--- config.mk ---
export PLATFORM = sky130hd
export DESIGN_NAME = dvi_pixel_port
export DESIGN_NICKNAME = d
export VERILOG_FILES = /design/src/logic/dvi_pixel_pkg.sv /design/src/logic/sync2.sv /design/src/logic/dvi_pixel_port.sv
export VERILOG_INCLUDE_DIRS = /design/src /design/src/logic
export SDC_FILE = /design/constraint.sdc
export NUM_CORES = 1
export LEC_CHECK = 0
export ABC_AREA = 1
export BUFFER_PORTS_ARGS = -buffer_cell sky130_fd_sc_hd__buf_2
export CORE_AREA = 2 2 175 212
export DETAILED_ROUTE_END_ITERATION = 8
export DIE_AREA = 0 0 177 214
export SLEW_MARGIN = 10
export SYNTH_ARGS = -nofsm -noshare
export SYNTH_HDL_FRONTEND = slang
export SYNTH_SLANG_ARGS = --single-unit
--- constraint.sdc ---
create_clock -name clock -period 17.8 [get_ports clock]
set_input_delay 1.78 -clock clock [delete_from_list [all_inputs] [get_ports clock]]
set_output_delay 1.78 -clock clock [all_outputs]
set_load 0.05 [all_outputs]
--- src/logic/dvi_pixel_params.svh ---
// Purpose: offsets, field positions, reset values of the pixel input port
// Assumes: included by bare name
// Notes:   apb byte offsets, one 32-bit word per register
`ifndef DVI_PIXEL_PARAMS_SVH
`define DVI_PIXEL_PARAMS_SVH

`define OFS_CTRL        12'h000
`define OFS_STATUS      12'h004
`define OFS_CFG         12'h008

`define CTRL_BUS24      0
`define CTRL_EDGE_RISE  1
`define CTRL_DIFF       2
`define CTRL_DESKEW     3
`define CTRL_SENSE      4
`define CTRL_TRIM_LO    5
`define CTRL_TRIM_HI    7
`define CTRL_RESET      8'h13

`define ST_RX           0
`define ST_MODE24       1
`define ST_DIFF         2
`define ST_SERIAL       3
`define ST_HOTPLUG      4
`define ST_HALF         5
`define ST_ROLE_LO      6
`define ST_ROLE_HI      7

`define DESKEW_DEFAULT  3'h0
`define TRIM_TAPS       8
`define SENSE_LEVEL     1'b0
`define MODE24_RESET    1'b1
`define EDGE_RESET      1'b1

`endif

--- src/logic/dvi_pixel_pkg.sv ---
// Purpose: types shared by the pixel input port
// Assumes: nothing
// Notes:   constants live in dvi_pixel_params.svh
package dvi_pixel_pkg;
  typedef logic [31:0] apb_word_t;
  typedef logic [11:0] apb_addr_t;
  typedef enum logic [1:0] {
    ROLE_CTRL = 2'b00,
    ROLE_TRIM = 2'b01,
    ROLE_ADDR = 2'b10
  } pin_role_t;
  typedef enum logic {
    CAP_FIRST  = 1'b0,
    CAP_SECOND = 1'b1
  } cap_state_t;
endpackage

--- src/logic/sync2.sv ---
// Purpose: two-flop synchroniser for a bundle of level inputs
// Assumes: each bit is a slow level relative to clock
// Notes:   stage one is read only by stage two
module sync2 #(
  parameter int W = 1
) (
  input  wire logic         clock,
  input  wire logic         sys_rst,
  input  wire logic [W-1:0] d,
  output logic      [W-1:0] q
);
  logic [W-1:0] meta;

  always_ff @(posedge clock or posedge sys_rst) begin
    if (sys_rst) begin
      meta <= '0;
      q    <= '0;
    end else begin
      meta <= d;
      q    <= meta;
    end
  end
endmodule

--- src/logic/dvi_pixel_port.sv ---
// Purpose: pixel input port of a dvi transmitter, apb configured
// Assumes: pixel clock far slower than clock, every pin synchronised
// Notes:   edges of the pixel clock are found by oversampling
// What this block does
// [RQ1] 24-bit mode: lower twelve pixel pins form the pixel's bottom half.
// [RQ2] 12-bit mode: a 12-bit half is captured on every latch edge.
// [RQ3] single-ended clocking: controller drives positive input, negative grounded.
// [RQ4] differential mode: positive-over-negative crossing is the capture reference.
// [RQ5] differential clocking only allowed in low-swing mode.
// [RQ6] data enable high: the 24-bit pixel word is encoded.
// [RQ7] blanking: syncs and three control inputs are encoded instead.
// [RQ8] multifunction pins read zero when left unconnected.
// [RQ9] pin mode, no de-skew: multifunction pins are link control inputs.
// [RQ10] pin mode, de-skew on: multifunction pins give the trim code.
// [RQ11] serial mode: multifunction pins are low slave address bits.
// [RQ12] pin mode: sense output pulled low while a receiver is present.
// [RQ13] serial mode: sense output level is set by software.
// [RQ14] 12-bit mode: upper eight pixel pins sampled into a status byte.
// [RQ15] pin mode: bus-width strap high is 24-bit, low 12-bit.
// [RQ16] pin mode: edge strap high latches on rising, low on falling.
// [RQ17] dual-edge: two halves join into one pixel before encoding.
//
// Decided for this implementation: the address map and register access over APB.
`include "dvi_pixel_params.svh"
module dvi_pixel_port #(
  parameter int TAPS = `TRIM_TAPS
) (
  input  wire logic                    clock,
  input  wire logic                    sys_rst,
  input  wire logic                    psel,
  input  wire logic                    penable,
  input  wire logic                    pwrite,
  input  wire dvi_pixel_pkg::apb_addr_t paddr,
  input  wire dvi_pixel_pkg::apb_word_t pwdata,
  output dvi_pixel_pkg::apb_word_t      prdata,
  output logic                         pready,
  output logic                         pslverr,
  input  wire logic                    pix_clk_pos,
  input  wire logic                    pix_clk_neg,
  input  wire logic [23:0]             pix_data,
  input  wire logic                    data_enable,
  input  wire logic                    hsync,
  input  wire logic                    vsync,
  input  wire logic [2:0]              multi_pin,
  input  wire logic [2:0]              multi_pin_open,
  input  wire logic                    serial_if_select,
  input  wire logic                    deskew_enable,
  input  wire logic                    bus_width_strap,
  input  wire logic                    clock_type_strap,
  input  wire logic                    edge_select_strap,
  input  wire logic                    low_swing_mode,
  input  wire logic                    hot_plug_in,
  input  wire logic                    receiver_detect,
  output logic                         enc_valid,
  output logic                         enc_de,
  output logic [23:0]                  enc_pixel,
  output logic                         enc_hsync,
  output logic                         enc_vsync,
  output logic [2:0]                   link_ctrl_in,
  output logic [2:0]                   deskew_trim,
  output logic [2:0]                   slave_addr_low,
  output logic                         monitor_sense,
  output logic                         monitor_sense_oe_n
);
  import dvi_pixel_pkg::*;

  localparam int SW = 43;
  localparam int HD = TAPS + 1;

  logic [SW-1:0] raw;
  logic [SW-1:0] syn;
  logic [23:0]   data_s;
  logic          de_s;
  logic          hs_s;
  logic          vs_s;
  logic          pos_s;
  logic          neg_s;
  logic [2:0]    pins_s;
  logic [2:0]    open_s;
  logic          ser_s;
  logic          dsk_s;
  logic          width_s;
  logic          ctype_s;
  logic          edge_s;
  logic          lsw_s;
  logic          hpd_s;
  logic          rx_s;
  logic [2:0]    pins_eff;
  logic [7:0]    ctrl;
  logic [7:0]    cfg_byte;
  logic          mode24;
  logic          edge_rise;
  logic          diff_active;
  pin_role_t     pin_role;
  logic          ref_s;
  logic          ref_d;
  logic          rise;
  logic          fall;
  logic          prim;
  logic          sec;
  logic [26:0]   hist [HD];
  logic [3:0]    tap_idx;
  logic [26:0]   tap;
  logic [23:0]   tap_pix;
  cap_state_t    cap_state;
  logic [11:0]   first_half;
  logic [2:0]    first_ctl;
  logic          emit;
  logic [23:0]   pix_w;
  logic          de_w;
  logic          hs_w;
  logic          vs_w;
  logic          acc;
  logic          hit;
  apb_word_t     read_val;

  function automatic pin_role_t role_of(input logic ser, input logic dsk);
    pin_role_t r;
    r = ROLE_CTRL;
    if (ser) begin
      r = ROLE_ADDR;
    end else if (dsk) begin
      r = ROLE_TRIM;
    end
    return r;
  endfunction

  assign raw = {pix_data, data_enable, hsync, vsync, pix_clk_pos,
                pix_clk_neg, multi_pin, multi_pin_open, serial_if_select,
                deskew_enable, bus_width_strap, clock_type_strap,
                edge_select_strap, low_swing_mode, hot_plug_in,
                receiver_detect};

  sync2 #(.W(SW)) u_sync (
    .clock   (clock),
    .sys_rst (sys_rst),
    .d       (raw),
    .q       (syn)
  );

  assign {data_s, de_s, hs_s, vs_s, pos_s, neg_s, pins_s, open_s, ser_s,
          dsk_s, width_s, ctype_s, edge_s, lsw_s, hpd_s, rx_s} = syn;

  // open pins are held down by the pad pulldown
  assign pins_eff = pins_s & ~open_s; // [RQ8]

  // mode selection: straps in pin mode, ctrl register in serial mode
  always_ff @(posedge clock or posedge sys_rst) begin
    if (sys_rst) begin
      mode24      <= `MODE24_RESET;
      edge_rise   <= `EDGE_RESET;
      diff_active <= 1'b0;
      pin_role    <= ROLE_CTRL;
    end else begin
      pin_role <= role_of(ser_s, dsk_s); // [RQ9] [RQ10] [RQ11]
      if (ser_s) begin
        mode24      <= ctrl[`CTRL_BUS24];
        edge_rise   <= ctrl[`CTRL_EDGE_RISE];
        diff_active <= ctrl[`CTRL_DIFF] & lsw_s; // [RQ5]
      end else begin
        mode24      <= width_s; // [RQ15]
        edge_rise   <= edge_s; // [RQ16]
        diff_active <= ctype_s & lsw_s; // [RQ5]
      end
    end
  end

  always_ff @(posedge clock or posedge sys_rst) begin
    if (sys_rst) begin
      deskew_trim <= `DESKEW_DEFAULT;
    end else if (!ser_s && dsk_s) begin
      deskew_trim <= pins_eff; // [RQ10]
    end else if (ser_s && ctrl[`CTRL_DESKEW]) begin
      deskew_trim <= ctrl[`CTRL_TRIM_HI:`CTRL_TRIM_LO];
    end else begin
      deskew_trim <= `DESKEW_DEFAULT;
    end
  end

  always_ff @(posedge clock or posedge sys_rst) begin
    if (sys_rst) begin
      slave_addr_low <= 3'h0;
    end else if (ser_s) begin
      slave_addr_low <= pins_eff; // [RQ11]
    end
  end

  // negative input is ignored single-ended, so a grounded one is harmless
  always_ff @(posedge clock or posedge sys_rst) begin
    if (sys_rst) begin
      ref_s <= 1'b0;
      ref_d <= 1'b0;
    end else begin
      ref_s <= diff_active ? (pos_s & ~neg_s) : pos_s; // [RQ4] [RQ3]
      ref_d <= ref_s;
    end
  end

  assign rise = ref_s & ~ref_d;
  assign fall = ~ref_s & ref_d;
  assign prim = edge_rise ? rise : fall; // [RQ16]
  assign sec  = edge_rise ? fall : rise;

  // history of samples; tap 1 lines up with the sample before the edge
  always_ff @(posedge clock or posedge sys_rst) begin
    if (sys_rst) begin
      hist[0] <= '0;
    end else begin
      hist[0] <= {data_s, de_s, hs_s, vs_s};
    end
  end

  for (genvar i = 1; i < HD; i++) begin : g_hist
    always_ff @(posedge clock or posedge sys_rst) begin
      if (sys_rst) begin
        hist[i] <= '0;
      end else begin
        hist[i] <= hist[i-1];
      end
    end
  end

  // larger trim takes an older sample, i.e. captures earlier
  assign tap_idx = {1'b0, deskew_trim} + 4'h1; // [RQ10]
  assign tap     = hist[tap_idx];
  assign tap_pix = tap[26:3];

  always_comb begin
    emit  = 1'b0;
    pix_w = tap_pix; // [RQ1]
    de_w  = tap[2];
    hs_w  = tap[1];
    vs_w  = tap[0];
    if (mode24) begin
      emit = prim;
    end else if (cap_state == CAP_SECOND) begin
      emit  = sec;
      pix_w = {tap_pix[11:0], first_half}; // [RQ17]
      de_w  = first_ctl[2];
      hs_w  = first_ctl[1];
      vs_w  = first_ctl[0];
    end
  end

  always_ff @(posedge clock or posedge sys_rst) begin
    if (sys_rst) begin
      cap_state  <= CAP_FIRST;
      first_half <= 12'h000;
      first_ctl  <= 3'h0;
    end else if (mode24) begin
      cap_state <= CAP_FIRST;
    end else begin
      case (cap_state)
        CAP_FIRST: begin
          if (prim) begin
            first_half <= tap_pix[11:0]; // [RQ2]
            first_ctl  <= tap[2:0];
            cap_state  <= CAP_SECOND;
          end
        end
        CAP_SECOND: begin
          if (sec) begin
            cap_state <= CAP_FIRST; // [RQ2]
          end
        end
        default: begin
          cap_state <= CAP_FIRST;
        end
      endcase
    end
  end

  always_ff @(posedge clock or posedge sys_rst) begin
    if (sys_rst) begin
      enc_valid    <= 1'b0;
      enc_de       <= 1'b0;
      enc_pixel    <= 24'h000000;
      enc_hsync    <= 1'b0;
      enc_vsync    <= 1'b0;
      link_ctrl_in <= 3'h0;
    end else begin
      enc_valid <= emit;
      if (emit) begin
        enc_de       <= de_w;
        enc_pixel    <= de_w ? pix_w : 24'h000000; // [RQ6]
        enc_hsync    <= hs_w; // [RQ7]
        enc_vsync    <= vs_w;
        link_ctrl_in <= (!de_w && pin_role == ROLE_CTRL) ? pins_eff
                                                          : 3'h0; // [RQ9]
      end
    end
  end

  always_ff @(posedge clock or posedge sys_rst) begin
    if (sys_rst) begin
      cfg_byte <= 8'h00;
    end else if (!mode24 && prim) begin
      cfg_byte <= tap_pix[23:16]; // [RQ14]
    end
  end

  // open drain: enable low pulls the line low, high releases it
  always_ff @(posedge clock or posedge sys_rst) begin
    if (sys_rst) begin
      monitor_sense      <= `SENSE_LEVEL;
      monitor_sense_oe_n <= 1'b1;
    end else begin
      monitor_sense <= `SENSE_LEVEL;
      if (ser_s) begin
        monitor_sense_oe_n <= ctrl[`CTRL_SENSE]; // [RQ13]
      end else begin
        monitor_sense_oe_n <= ~rx_s; // [RQ12]
      end
    end
  end

  // apb slave, one wait state so that every output is a flop
  assign acc = psel & penable;
  assign hit = (paddr == `OFS_CTRL) || (paddr == `OFS_STATUS) ||
               (paddr == `OFS_CFG);

  always_comb begin
    read_val = '0;
    case (paddr)
      `OFS_CTRL: begin
        read_val[7:0] = ctrl;
      end
      `OFS_STATUS: begin
        read_val[`ST_RX]      = rx_s;
        read_val[`ST_MODE24]  = mode24;
        read_val[`ST_DIFF]    = diff_active;
        read_val[`ST_SERIAL]  = ser_s;
        read_val[`ST_HOTPLUG] = hpd_s;
        read_val[`ST_HALF]    = cap_state;
        read_val[`ST_ROLE_HI:`ST_ROLE_LO] = role_of(ser_s, dsk_s);
      end
      `OFS_CFG: begin
        read_val[7:0] = cfg_byte; // [RQ14]
      end
      default: begin
        read_val = '0;
      end
    endcase
  end

  always_ff @(posedge clock or posedge sys_rst) begin
    if (sys_rst) begin
      pready  <= 1'b0;
      pslverr <= 1'b0;
      prdata  <= '0;
    end else begin
      pready  <= acc & ~pready;
      pslverr <= acc & ~pready & ~hit;
      prdata  <= (acc && !pready && !pwrite) ? read_val : '0;
    end
  end

  // leaving serial mode drops software settings back to defaults
  always_ff @(posedge clock or posedge sys_rst) begin
    if (sys_rst) begin
      ctrl <= `CTRL_RESET;
    end else if (!ser_s) begin
      ctrl <= `CTRL_RESET;
    end else if (acc && pready && pwrite && paddr == `OFS_CTRL) begin
      ctrl <= pwdata[7:0]; // [RQ13]
    end
  end

  a_single_low: // [RQ1]
  assert property (@(posedge clock) disable iff (sys_rst)
    (emit && mode24 && de_w) |=>
      enc_valid && enc_pixel[11:0] == $past(tap_pix[11:0]))
    else $error("low half of 24-bit pixel wrong");
  a_dual_join: // [RQ2] [RQ17]
  assert property (@(posedge clock) disable iff (sys_rst)
    (emit && !mode24 && de_w) |=>
      enc_pixel == {$past(tap_pix[11:0]), $past(first_half)})
    else $error("dual-edge halves not joined");
  a_diff_cross: // [RQ4]
  assert property (@(posedge clock) disable iff (sys_rst)
    (diff_active && $stable(diff_active) && $rose(ref_s)) |->
      $past(pos_s) && !$past(neg_s))
    else $error("differential reference not the crossing");
  a_diff_swing: // [RQ5]
  assert property (@(posedge clock) disable iff (sys_rst)
    diff_active |-> $past(lsw_s))
    else $error("differential clock without low swing");
  a_active_pix: // [RQ6]
  assert property (@(posedge clock) disable iff (sys_rst)
    (emit && de_w) |=> enc_valid && enc_de && enc_pixel == $past(pix_w))
    else $error("active pixel not encoded");
  a_blank_sync: // [RQ7]
  assert property (@(posedge clock) disable iff (sys_rst)
    (emit && !de_w) |=> !enc_de && enc_pixel == 24'h000000 &&
      enc_hsync == $past(hs_w) && enc_vsync == $past(vs_w))
    else $error("blanking syncs not encoded");
  a_pin_pulldown: // [RQ8]
  assert property (@(posedge clock) disable iff (sys_rst)
    (ser_s && open_s == 3'h7) |=> slave_addr_low == 3'h0)
    else $error("open pins did not read zero");
  a_ctrl_role: // [RQ9]
  assert property (@(posedge clock) disable iff (sys_rst)
    (emit && !de_w && pin_role == ROLE_CTRL) |=>
      link_ctrl_in == $past(pins_eff))
    else $error("control inputs not carried in blanking");
  a_trim_role: // [RQ10]
  assert property (@(posedge clock) disable iff (sys_rst)
    (!ser_s && dsk_s) |=> deskew_trim == $past(pins_eff))
    else $error("trim code not taken from pins");
  a_addr_role: // [RQ11]
  assert property (@(posedge clock) disable iff (sys_rst)
    ser_s |=> slave_addr_low == $past(pins_eff))
    else $error("address bits not taken from pins");
  a_sense_auto: // [RQ12]
  assert property (@(posedge clock) disable iff (sys_rst)
    !ser_s |=> monitor_sense_oe_n == !$past(rx_s))
    else $error("monitor sense does not follow receiver");
  a_sense_prog: // [RQ13]
  assert property (@(posedge clock) disable iff (sys_rst)
    ser_s |=> monitor_sense_oe_n == $past(ctrl[`CTRL_SENSE]))
    else $error("monitor sense not software level");
  a_cfg_sample: // [RQ14]
  assert property (@(posedge clock) disable iff (sys_rst)
    (!mode24 && prim) |=> cfg_byte == $past(tap_pix[23:16]))
    else $error("config byte not sampled");
  a_width_strap: // [RQ15]
  assert property (@(posedge clock) disable iff (sys_rst)
    !ser_s |=> mode24 == $past(width_s))
    else $error("bus width does not follow strap");
  a_edge_order: // [RQ16]
  assert property (@(posedge clock) disable iff (sys_rst)
    (!mode24 && cap_state == CAP_FIRST && !prim) |=> cap_state == CAP_FIRST)
    else $error("capture began off the primary edge");
endmodule

After elaboration in Yosys (flattened, before gate mapping)
Cells that the tools add are included.

cells by class
  equality and inequality tests = 3
  mux-type cells = 34
  bitwise logic cells = 19
  add/sub/neg operators = 1
  order comparisons = 1
  reduce and logical (&&, ||, !) cells = 19

operators by type and width
  operator                                                          count
  27-bit binary-select mux with 4-bit select                        1
  24-bit two-way mux                                                3
  27-bit two-way mux                                                2
  8-bit two-way mux                                                 3
  8-bit case mux with 3 select lines                                1
  1-bit two-way mux                                                 19
  12-bit by 3-bit == test with 1-bit output, second input constant  1
  12-bit by 4-bit == test with 1-bit output, second input constant  1
  12-bit zero test                                                  1
  1-bit logical AND                                                 9
  3-bit two-way mux                                                 3
  1-bit AND                                                         8
  1-bit inverter                                                    8
  5-bit >= comparator, second input constant                        1
  1-bit zero test                                                   5
  4-bit inverter with 5-bit output                                  1
  3-bit by 1-bit adder with 4-bit output, second input constant     1
  3-bit AND                                                         1
  3-bit inverter                                                    1
  3-bit AND reduction                                               1
  2-bit zero test                                                   1
  1-bit logical OR                                                  2
  2-bit two-way mux                                                 1
  2-bit inequality test, second input constant                      1
  1-bit case mux with 2 select lines                                1

word-level totals
  word-level logic and storage cells = 111
  output and inout bits = 73
  bits of input ports = 92
  register bits = 416

Depth between registers and ports, before layout
Gate-level depths: netlist of the first run.

  depth in word-level cells = 10
  mapped depth = 13
  gate-level depth less buffers = 11

Hierarchy
A second synthesis of the first run with hierarchy kept.

second synthesis, totals
  cells, all modules = 1402
  area, all modules = 14810.5 um2

modules (own cells, without submodules)
  module          times used  cells an instance  sequential area each (um2)  area each (um2)
  dvi_pixel_port  1           1315               8265.4                      12654.6
  sync2           1           87                 2152.1                      2155.8

Worst setup path after synthesis of the first run
Ideal clock, no wire load.

  path type = input-to-reg
  from = in paddr[1]
  to = reg ctrl[2]
  setup time = 0.083 ns
  data arrival time = 2.892 ns
  slack = 14.825 ns
  data required time = 17.717 ns
  buffers on the path = 1
  cell stages on the path = 9
  path through = or2_2 > nor2_4 > nand3_2 > inv_1 > nand4_2 > nand2_2 > buf_6 > nand3_1 > o21ai_0

on the way
  longest elaborated chain between the ends = 3

RTL lines
  item                                    line                   text
  start: declaration                      dvi_pixel_port.sv:33   input wire dvi_pixel_pkg::apb_addr_t paddr,
  12-bit zero test                        --
  1-bit logical AND (no source line)      --
  2-bit inequality test (no source line)  --
  end signal: assignment                  dvi_pixel_port.sv:361  ctrl <= `CTRL_RESET;
  end signal: assignment                  dvi_pixel_port.sv:363  ctrl <= `CTRL_RESET;
  end signal: assignment                  dvi_pixel_port.sv:365  ctrl <= pwdata[7:0];
  end: declaration                        dvi_pixel_port.sv:89   logic [7:0] ctrl;

Every way passes these cells.
A chain may end at the register's enable or synchronous reset.

Worst setup path in the final report of the first run
  from = reg deskew_trim[0]
  to = reg enc_pixel[6]

on the way
  longest elaborated chain between the ends = 8
  elaborated cells between the ends (all ways) = 10
  those cells by class = add/sub (1); mux (8); bitwise (1)

RTL lines
  item                                                            line                   text
  start: declaration                                              dvi_pixel_port.sv:60   output logic [2:0] deskew_trim,
  start signal: assignment                                        dvi_pixel_port.sv:170  deskew_trim <= `DESKEW_DEFAULT;
  start signal: assignment                                        dvi_pixel_port.sv:172  deskew_trim <= pins_eff;
  start signal: assignment                                        dvi_pixel_port.sv:174  deskew_trim <= ctrl[`CTRL_TRIM_HI:`CTRL_TRIM_LO];
  3-bit by 1-bit adder with 4-bit output (*)                      dvi_pixel_port.sv:224  assign tap_idx = {1'b0, deskew_trim} + 4'h1;
  4-bit inverter with 5-bit output (implied by the code) (*)      dvi_pixel_port.sv:225  assign tap = hist[tap_idx];
  27-bit binary-select mux with 4-bit select (*)                  dvi_pixel_port.sv:225
  27-bit two-way mux (implied by the code) (*) (2 in series)      dvi_pixel_port.sv:225
  24-bit two-way mux / 1-bit two-way mux (equally long branches)  dvi_pixel_port.sv:236  end else if (cap_state == CAP_SECOND) begin
  24-bit two-way mux / 1-bit two-way mux (equally long branches)  dvi_pixel_port.sv:234  if (mode24) begin
  24-bit two-way mux (*)                                          dvi_pixel_port.sv:285  enc_pixel <= de_w ? pix_w : 24'h000000;
  end signal: assignment                                          dvi_pixel_port.sv:285
  end: declaration                                                dvi_pixel_port.sv:56   output logic [23:0] enc_pixel,

Every way passes the cells marked *; elsewhere a longest branch is shown, timed or not. The select of a mux whose other input is x is not followed.

==> flow_metrics.env, run 1 <==
export IMPL_status="finished clean"
export IMPL_synth_top_family_by_area="simple AND/OR/NAND/NOR gates"
export IMPL_synth_fa_ha_area_frac=0.000841
export IMPL_overflow=0
export IMPL_setup_tns_ns=0
export IMPL_dr_total_vias=9243
export IMPL_grt_pass1_wl_microns=48100
export IMPL_drive_gt1_frac=0.166
export IMPL_path_max_fanout=57
export IMPL_numCtsBuffers=42
export IMPL_drt_total_wl_microns=29000
export IMPL_dr_pass1_iters=7
export IMPL_grt_pass1_vias=9095
export IMPL_die_area_sq_um=37900
export IMPL_p_leak_nw=8.40
export IMPL_tightest_slew_ns=1.06
export IMPL_layout_min_cycle_time_ns=3.92
export IMPL_synthCells=1382
export IMPL_setup_viol=0
export IMPL_cts_resized=0
export IMPL_wire_per_inst_microns=14.6
export IMPL_ir_drop_uv=58.8
export IMPL_whs_path_depth=0
export IMPL_start_kind="register"
export IMPL_dpl_cell_area_sq_um=15700
export IMPL_drc=0
export IMPL_antenna_found_initial=0
export IMPL_synth_simple_area_share=0.188
export IMPL_rsz0062_at_grt="false"
export IMPL_cap_violations=0
export IMPL_synth_xor_area_frac=0.00168
export IMPL_clk_latency_ns=0.53
export IMPL_io_pins=165
export IMPL_ant_nets=0
export IMPL_worstRegToRegCells=10
export IMPL_drtIter0Drc=645
export IMPL_antenna_cells=0
export IMPL_power_density_nw_per_um2=130
export IMPL_nets=1584
export IMPL_postCtsHoldBufs=0
export IMPL_cts_root_buf="clkbuf_16"
export IMPL_grt_use_total=0.158
export IMPL_cp_required_ns=18.25
export IMPL_area_growth_syn_to_layout_pct=14.6
export IMPL_synth_ff_type="dfrtp_1"
export IMPL_die_h_microns=214
export IMPL_grt_max_degree=117
export IMPL_cts_htree_levels=2
export IMPL_maxSlewViolCount=0
export IMPL_post_route_period_util=0.220
export IMPL_cp_arrival_ns=4.36
export IMPL_synthMuxAreaShare=0
export IMPL_synth_cell_types=34
export IMPL_io_buffers=115
export IMPL_cts_tree="done"
export IMPL_clock_path_buffers=3
export IMPL_fin_skew_ns=0.0141
export IMPL_yosys_warnings=0
export IMPL_ys_ff_latch=416
export IMPL_synth_edf_count=0
export IMPL_fin_area_sq_um=17100
export IMPL_die_w_microns=177
export IMPL_hold_path_class="reg -> reg"
export IMPL_worstSetupEndpointType="register"
export IMPL_hold_violations=0
export IMPL_path_clk_slew_ns=0.06
export IMPL_dpl_hpwl_microns=17600
export IMPL_syn_area_per_cell_sq_um=10.8
export IMPL_path_class="reg -> reg"
export IMPL_relSlewSlack=0.292
export IMPL_synth_seq_area_share=0.700
export IMPL_post_cts_buffers=0
export IMPL_syn_cell_area_sq_um=14900
export IMPL_avgViaCountPerCell=4.65
export IMPL_n_fill_cell=3286
export IMPL_design_core_area_sq_um=35700
export IMPL_placementRows=76
export IMPL_synth_compound_area_frac=0.0508
export IMPL_async_flop_share=1.00
export IMPL_clock_sinks=416
export IMPL_gp_congestion=0.847
export IMPL_fmax_ghz=0.255
export IMPL_initial_utilization=0.417
[cells in the mapped netlist (all sizes together) (10+ instances only)]
library cell / number / area [sq um]
nor2: 109 / 432
inv: 85 / 319
a31oi: 20 / 125
clkbuf: 15 / 56.3
a21oi: 10 / 50.1
nand3: 153 / 798
buf: 72 / 485
or2: 18 / 113
o21ai: 81 / 477
dfrtp: 410 / 10300
nand2: 382 / 1440
[cell usage in the layout, fill, tap and decap left out, types with 10 or more instances in the layout]
| master | netlist | routed |
|---|---|---|
| buf_2 | 28 | 115 |
| inv_1 | 82 | 81 |
| nand2_1 | 381 | 381 |
| nand3_1 | 148 | 148 |
| clkbuf_1 | 15 | 12 |
| o21ai_0 | 59 | 59 |
| nor2_1 | 104 | 104 |
| clkbuf_16 | 0 | 43 |
| conb_1 | 1 | 25 |
| o21ai_2 | 19 | 19 |
| a21oi_1 | 10 | 10 |
| buf_4 | 32 | 13 |
| or2_2 | 18 | 18 |
| clkbuf_8 | 0 | 12 |
| dfrtp_1 | 410 | 409 |
| a31oi_1 | 20 | 20 |
[kinds of logic (layout without fill, tap and decap cells)]
group	after synthesis	after routing
AOI/OAI and AO/OA	125	125
xor gates and xnor gates	2	2
adders and majority gates	1	1
buffers and inverters	172	287
DFF	416	416
other	1	25
and+or+nand+nor	665	665
[where the power goes]
part	switching (mW)	internal, mW
registers	0.0434	1.03
logic	0.221	0.0742
clock network	0.345	0.508
total	0.609	1.62
[worst max-delay path: stages, from the launching register on]
cell	delay (ns)
dfrtp_4	0.83
ha_1	0.34
buf_4	0.33
inv_2	0.10
buf_4	0.55
nand2_1	0.19
nor2_4	0.53
nand2_1	0.19
nand3_2	0.15
nand3_4	0.32
o21ai_2	0.23
[area by class of cell]
class | count | area (sq um) | share of cell area
Clock buffer | 67 | 1290 | 0.0754
Clock inverter | 7 | 66.3 | 0.00389
Inverter | 85 | 327 | 0.0191
Multi-Input combinational cell | 818 | 3700 | 0.217
Sequential cell | 416 | 10400 | 0.611
Tap cell | 468 | 586 | 0.0343
Timing Repair Buffer | 128 | 673 | 0.0395
[worst paths after layout]
| kind | startpoint | endpoint | slack (ns) |
|---|---|---|---|
| max in group asynchronous | sys_rst | deskew_trim[0] | 13.89 |
| worst min-delay path | u_sync.q[16] | hist[216] | 0.34 |
| worst min register to register | u_sync.q[16] | hist[216] | 0.34 |
| worst max register to register | deskew_trim[0] | enc_pixel[6] | 13.88 |
| worst max-delay path | deskew_trim[0] | enc_pixel[6] | 13.88 |
| min in group asynchronous | sys_rst | u_sync.meta[22] | 1.39 |
[state kept, by name (all words and copies together), names as in the netlist, 2 cells and up]
name,count
u_sync.meta,43
deskew_trim,3
hist,243
first_half,12
pin_role,2
first_ctl,3
slave_addr_low,3
u_sync.q,43
ctrl,8
enc_pixel,24
cfg_byte,8
prdata,8
link_ctrl_in,3
[per-stage QoR]
step | power, mW | utilization | setup WS (ns) | hold WS (ns) | std cells
after CTS | 2.26 | 0.478 | 13.72 | 0.345 | 1989
final | 2.22 | 0.478 | 13.88 | 0.340 | 1989
after floorplan | 1.31 | - | 4.45 | 0.331 | 1406
after global placement | 1.38 | 0.440 | 13.19 | 0.333 | 1915
after global routing | 2.33 | 0.478 | 13.37 | 0.352 | 1989
after detailed placement | 1.39 | 0.440 | 13.13 | 0.335 | 1915
[metal layers]
metal  up-vias  track usage  wire [microns]
met5         -            0               0
met4         0       0.0672            1100
met3        58       0.0288            1510
met2       256        0.235           12800
met1      4361        0.229           13600
li1       4568            -               -
Power figures use the tool's default switching activity.
==> run 2: changes to the inputs <==
Clock period 17.8 ns to 3.15 ns, I/O delays scaled along.
==> run 2 against run 1 <==
Compared with the run above: worst setup slack worse by 14 ns; largest power group unchanged; hold slack got worse by 0.31 ns; sequential power grew to 5.6 times the previous value; non-clock buffer count up 57.
==> flow_metrics.env, run 2 (synthesis results as in run 1) <==
export IMPL_maxSlewViolCount=0
export IMPL_overflow=0
export IMPL_largest_reg_flops=243
export IMPL_path_max_fanout=93
export IMPL_antenna_found_initial=0
export IMPL_nets=1642
export IMPL_start_kind="register"
export IMPL_post_route_period_util=0.901
export IMPL_die_h_microns=214
export IMPL_stdcell_count=2050
export IMPL_ir_drop_uv=370
export IMPL_placementRows=76
export IMPL_setup_tns_ns=0
export IMPL_path_class="reg -> reg"
export IMPL_clock_path_buffers=3
export IMPL_fin_skew_ns=0.0114
export IMPL_layout_commonest_cell="dfrtp_1"
export IMPL_worstSetupEndpointType="register"
export IMPL_post_route_util=0.497
export IMPL_p_leak_nw=8.71
export IMPL_fin_area_sq_um=17700
export IMPL_path_clk_slew_ns=0.06
export IMPL_n_fill_cell=3238
export IMPL_grt_use_total=0.160
export IMPL_antenna_cells=0
export IMPL_hold_path_class="in -> reg"
export IMPL_seq_area_sq_um=10400
export IMPL_io_buffers=115
export IMPL_hp_start="pwdata[5]"
export IMPL_io_pins=165
export IMPL_drt_total_wl_microns=29400
export IMPL_drive_gt1_frac=0.170
export IMPL_cts_resized=0
export IMPL_tightest_slew_ns=0.601
export IMPL_drtIter0Drc=533
export IMPL_dr_total_vias=9419
export IMPL_design_core_area_sq_um=35700
export IMPL_hold_violations=0
export IMPL_startpoint="deskew_trim[0]"
export IMPL_power_density_nw_per_um2=721
export IMPL_cp_required_ns=3.60
export IMPL_grt_pass1_wl_microns=49000
export IMPL_dr_pass1_iters=5
export IMPL_grt_pass1_vias=9210
export IMPL_top_register="hist"
export IMPL_setup_viol=0
export IMPL_cap_violations=0
export IMPL_numCtsBuffers=43
export IMPL_cts_tree="done"
export IMPL_relSlewSlack=0.598
export IMPL_die_area_sq_um=37900
export IMPL_rsz0062_at_grt="false"
export IMPL_die_w_microns=177
export IMPL_grt_max_degree=107
export IMPL_drc=0
export IMPL_clk_latency_ns=0.54
export IMPL_ant_nets=0
export IMPL_wire_per_inst_microns=14.3
export IMPL_multiInputGateArea_sq_um=3700
export IMPL_status="finished clean"
export IMPL_cts_root_buf="clkbuf_16"
export IMPL_placed_cells=1924
export IMPL_initial_utilization=0.417
export IMPL_gp_congestion=0.829
export IMPL_layout_common_cells="dfrtp_1, nand2_1, nand3_1, buf_2, nor2_1"
export IMPL_layout_min_cycle_time_ns=2.84
export IMPL_fmax_ghz=0.352
export IMPL_top_regs="hist x243, u_sync.meta x43, u_sync.q x43"
export IMPL_area_growth_syn_to_layout_pct=19.1
export IMPL_dpl_cell_area_sq_um=15800
export IMPL_worstReg2RegStart="deskew_trim[0]"
export IMPL_cts_htree_levels=2
export IMPL_cp_arrival_ns=3.29
export IMPL_dpl_hpwl_microns=18400
export IMPL_clock_sinks=416
export IMPL_avgViaCountPerCell=4.59
run 2: cell types whose count changed in the layout (fill, tap and decap cells not counted), sizes merged:
cell         previous run  this run
dlygate4sd3             0        48
clkinv                  4        13
clkbuf                 67        61
bufinv                  1         2
buf                   128       137
run 2: cell type report:
type / count / share of cell area
clock inverters: 17 / 0.00882
flip-flops and latches: 416 / 0.588
clock buffers: 61 / 0.0708
multi-input cells: 818 / 0.209
well taps: 468 / 0.0330
inverters: 85 / 0.0182
repair buffers: 185 / 0.0724
run 2: critical path: stages, from the launching register on:
cell and delay (ns):
dfrtp_4 0.66, buf_12 0.38, nand3_1 0.21, nor2_4 0.51
nand2_1 0.17, nand3_2 0.15, nand3_4 0.32, o21ai_2 0.24
run 2: path summary, 6_finish.rpt:
check                                  to  slack [ns]  cells after the start
hold / removal                    ctrl[5]        0.04                      3
min in group asynchronous       hist[230]        0.30                      3
hold reg to reg                 hist[219]        0.34                      0
setup reg to reg             enc_pixel[7]        0.31                      7
max in group asynchronous  deskew_trim[0]        1.80                      5
setup / recovery             enc_pixel[7]        0.31                      7
run 2: repair_timing:
| item | 4_1_cts | 5_1_grt |
|---|---|---|
| buffers inserted | 0 | 0 |
| hold buffers | 48 | 0 |
| hold endpoints to repair | 53 | 0 |
| setup endpoints to repair | 0 | 2 |
run 2: per-layer routing:
| layer | vias to the layer above | track usage | routed length [microns] |
|---|---|---|---|
| met3 | 44 | 0.0275 | 1480 |
| met5 | - | 0 | 0 |
| met1 | 4446 | 0.228 | 13600 |
| met4 | 0 | 0.0515 | 702 |
| met2 | 243 | 0.251 | 13600 |
| li1 | 4686 | - | - |
run 2: report_power, final:
| part | total [mW] | leakage [nW] | switching (mW) | internal [mW] |
|---|---|---|---|---|
| Combinational | 1.73 | 3.08 | 1.26 | 0.472 |
| Clock | 4.98 | 0.709 | 2.03 | 2.95 |
| Sequential | 6.08 | 4.92 | 0.242 | 5.84 |
| Total | 12.8 | 8.71 | 3.53 | 9.26 |
run 2: metrics by stage:
stage	hold WS (ns)	worst slack (ns)	total power [mW]
floorplan	0.331	-2.77	7.43
global placement	0.322	0.326	7.84
detailed placement	0.324	0.299	7.88
CTS	0.00850	0.283	13.0
global route	0.0265	0.00788	13.4
finish	0.0351	0.312	12.8
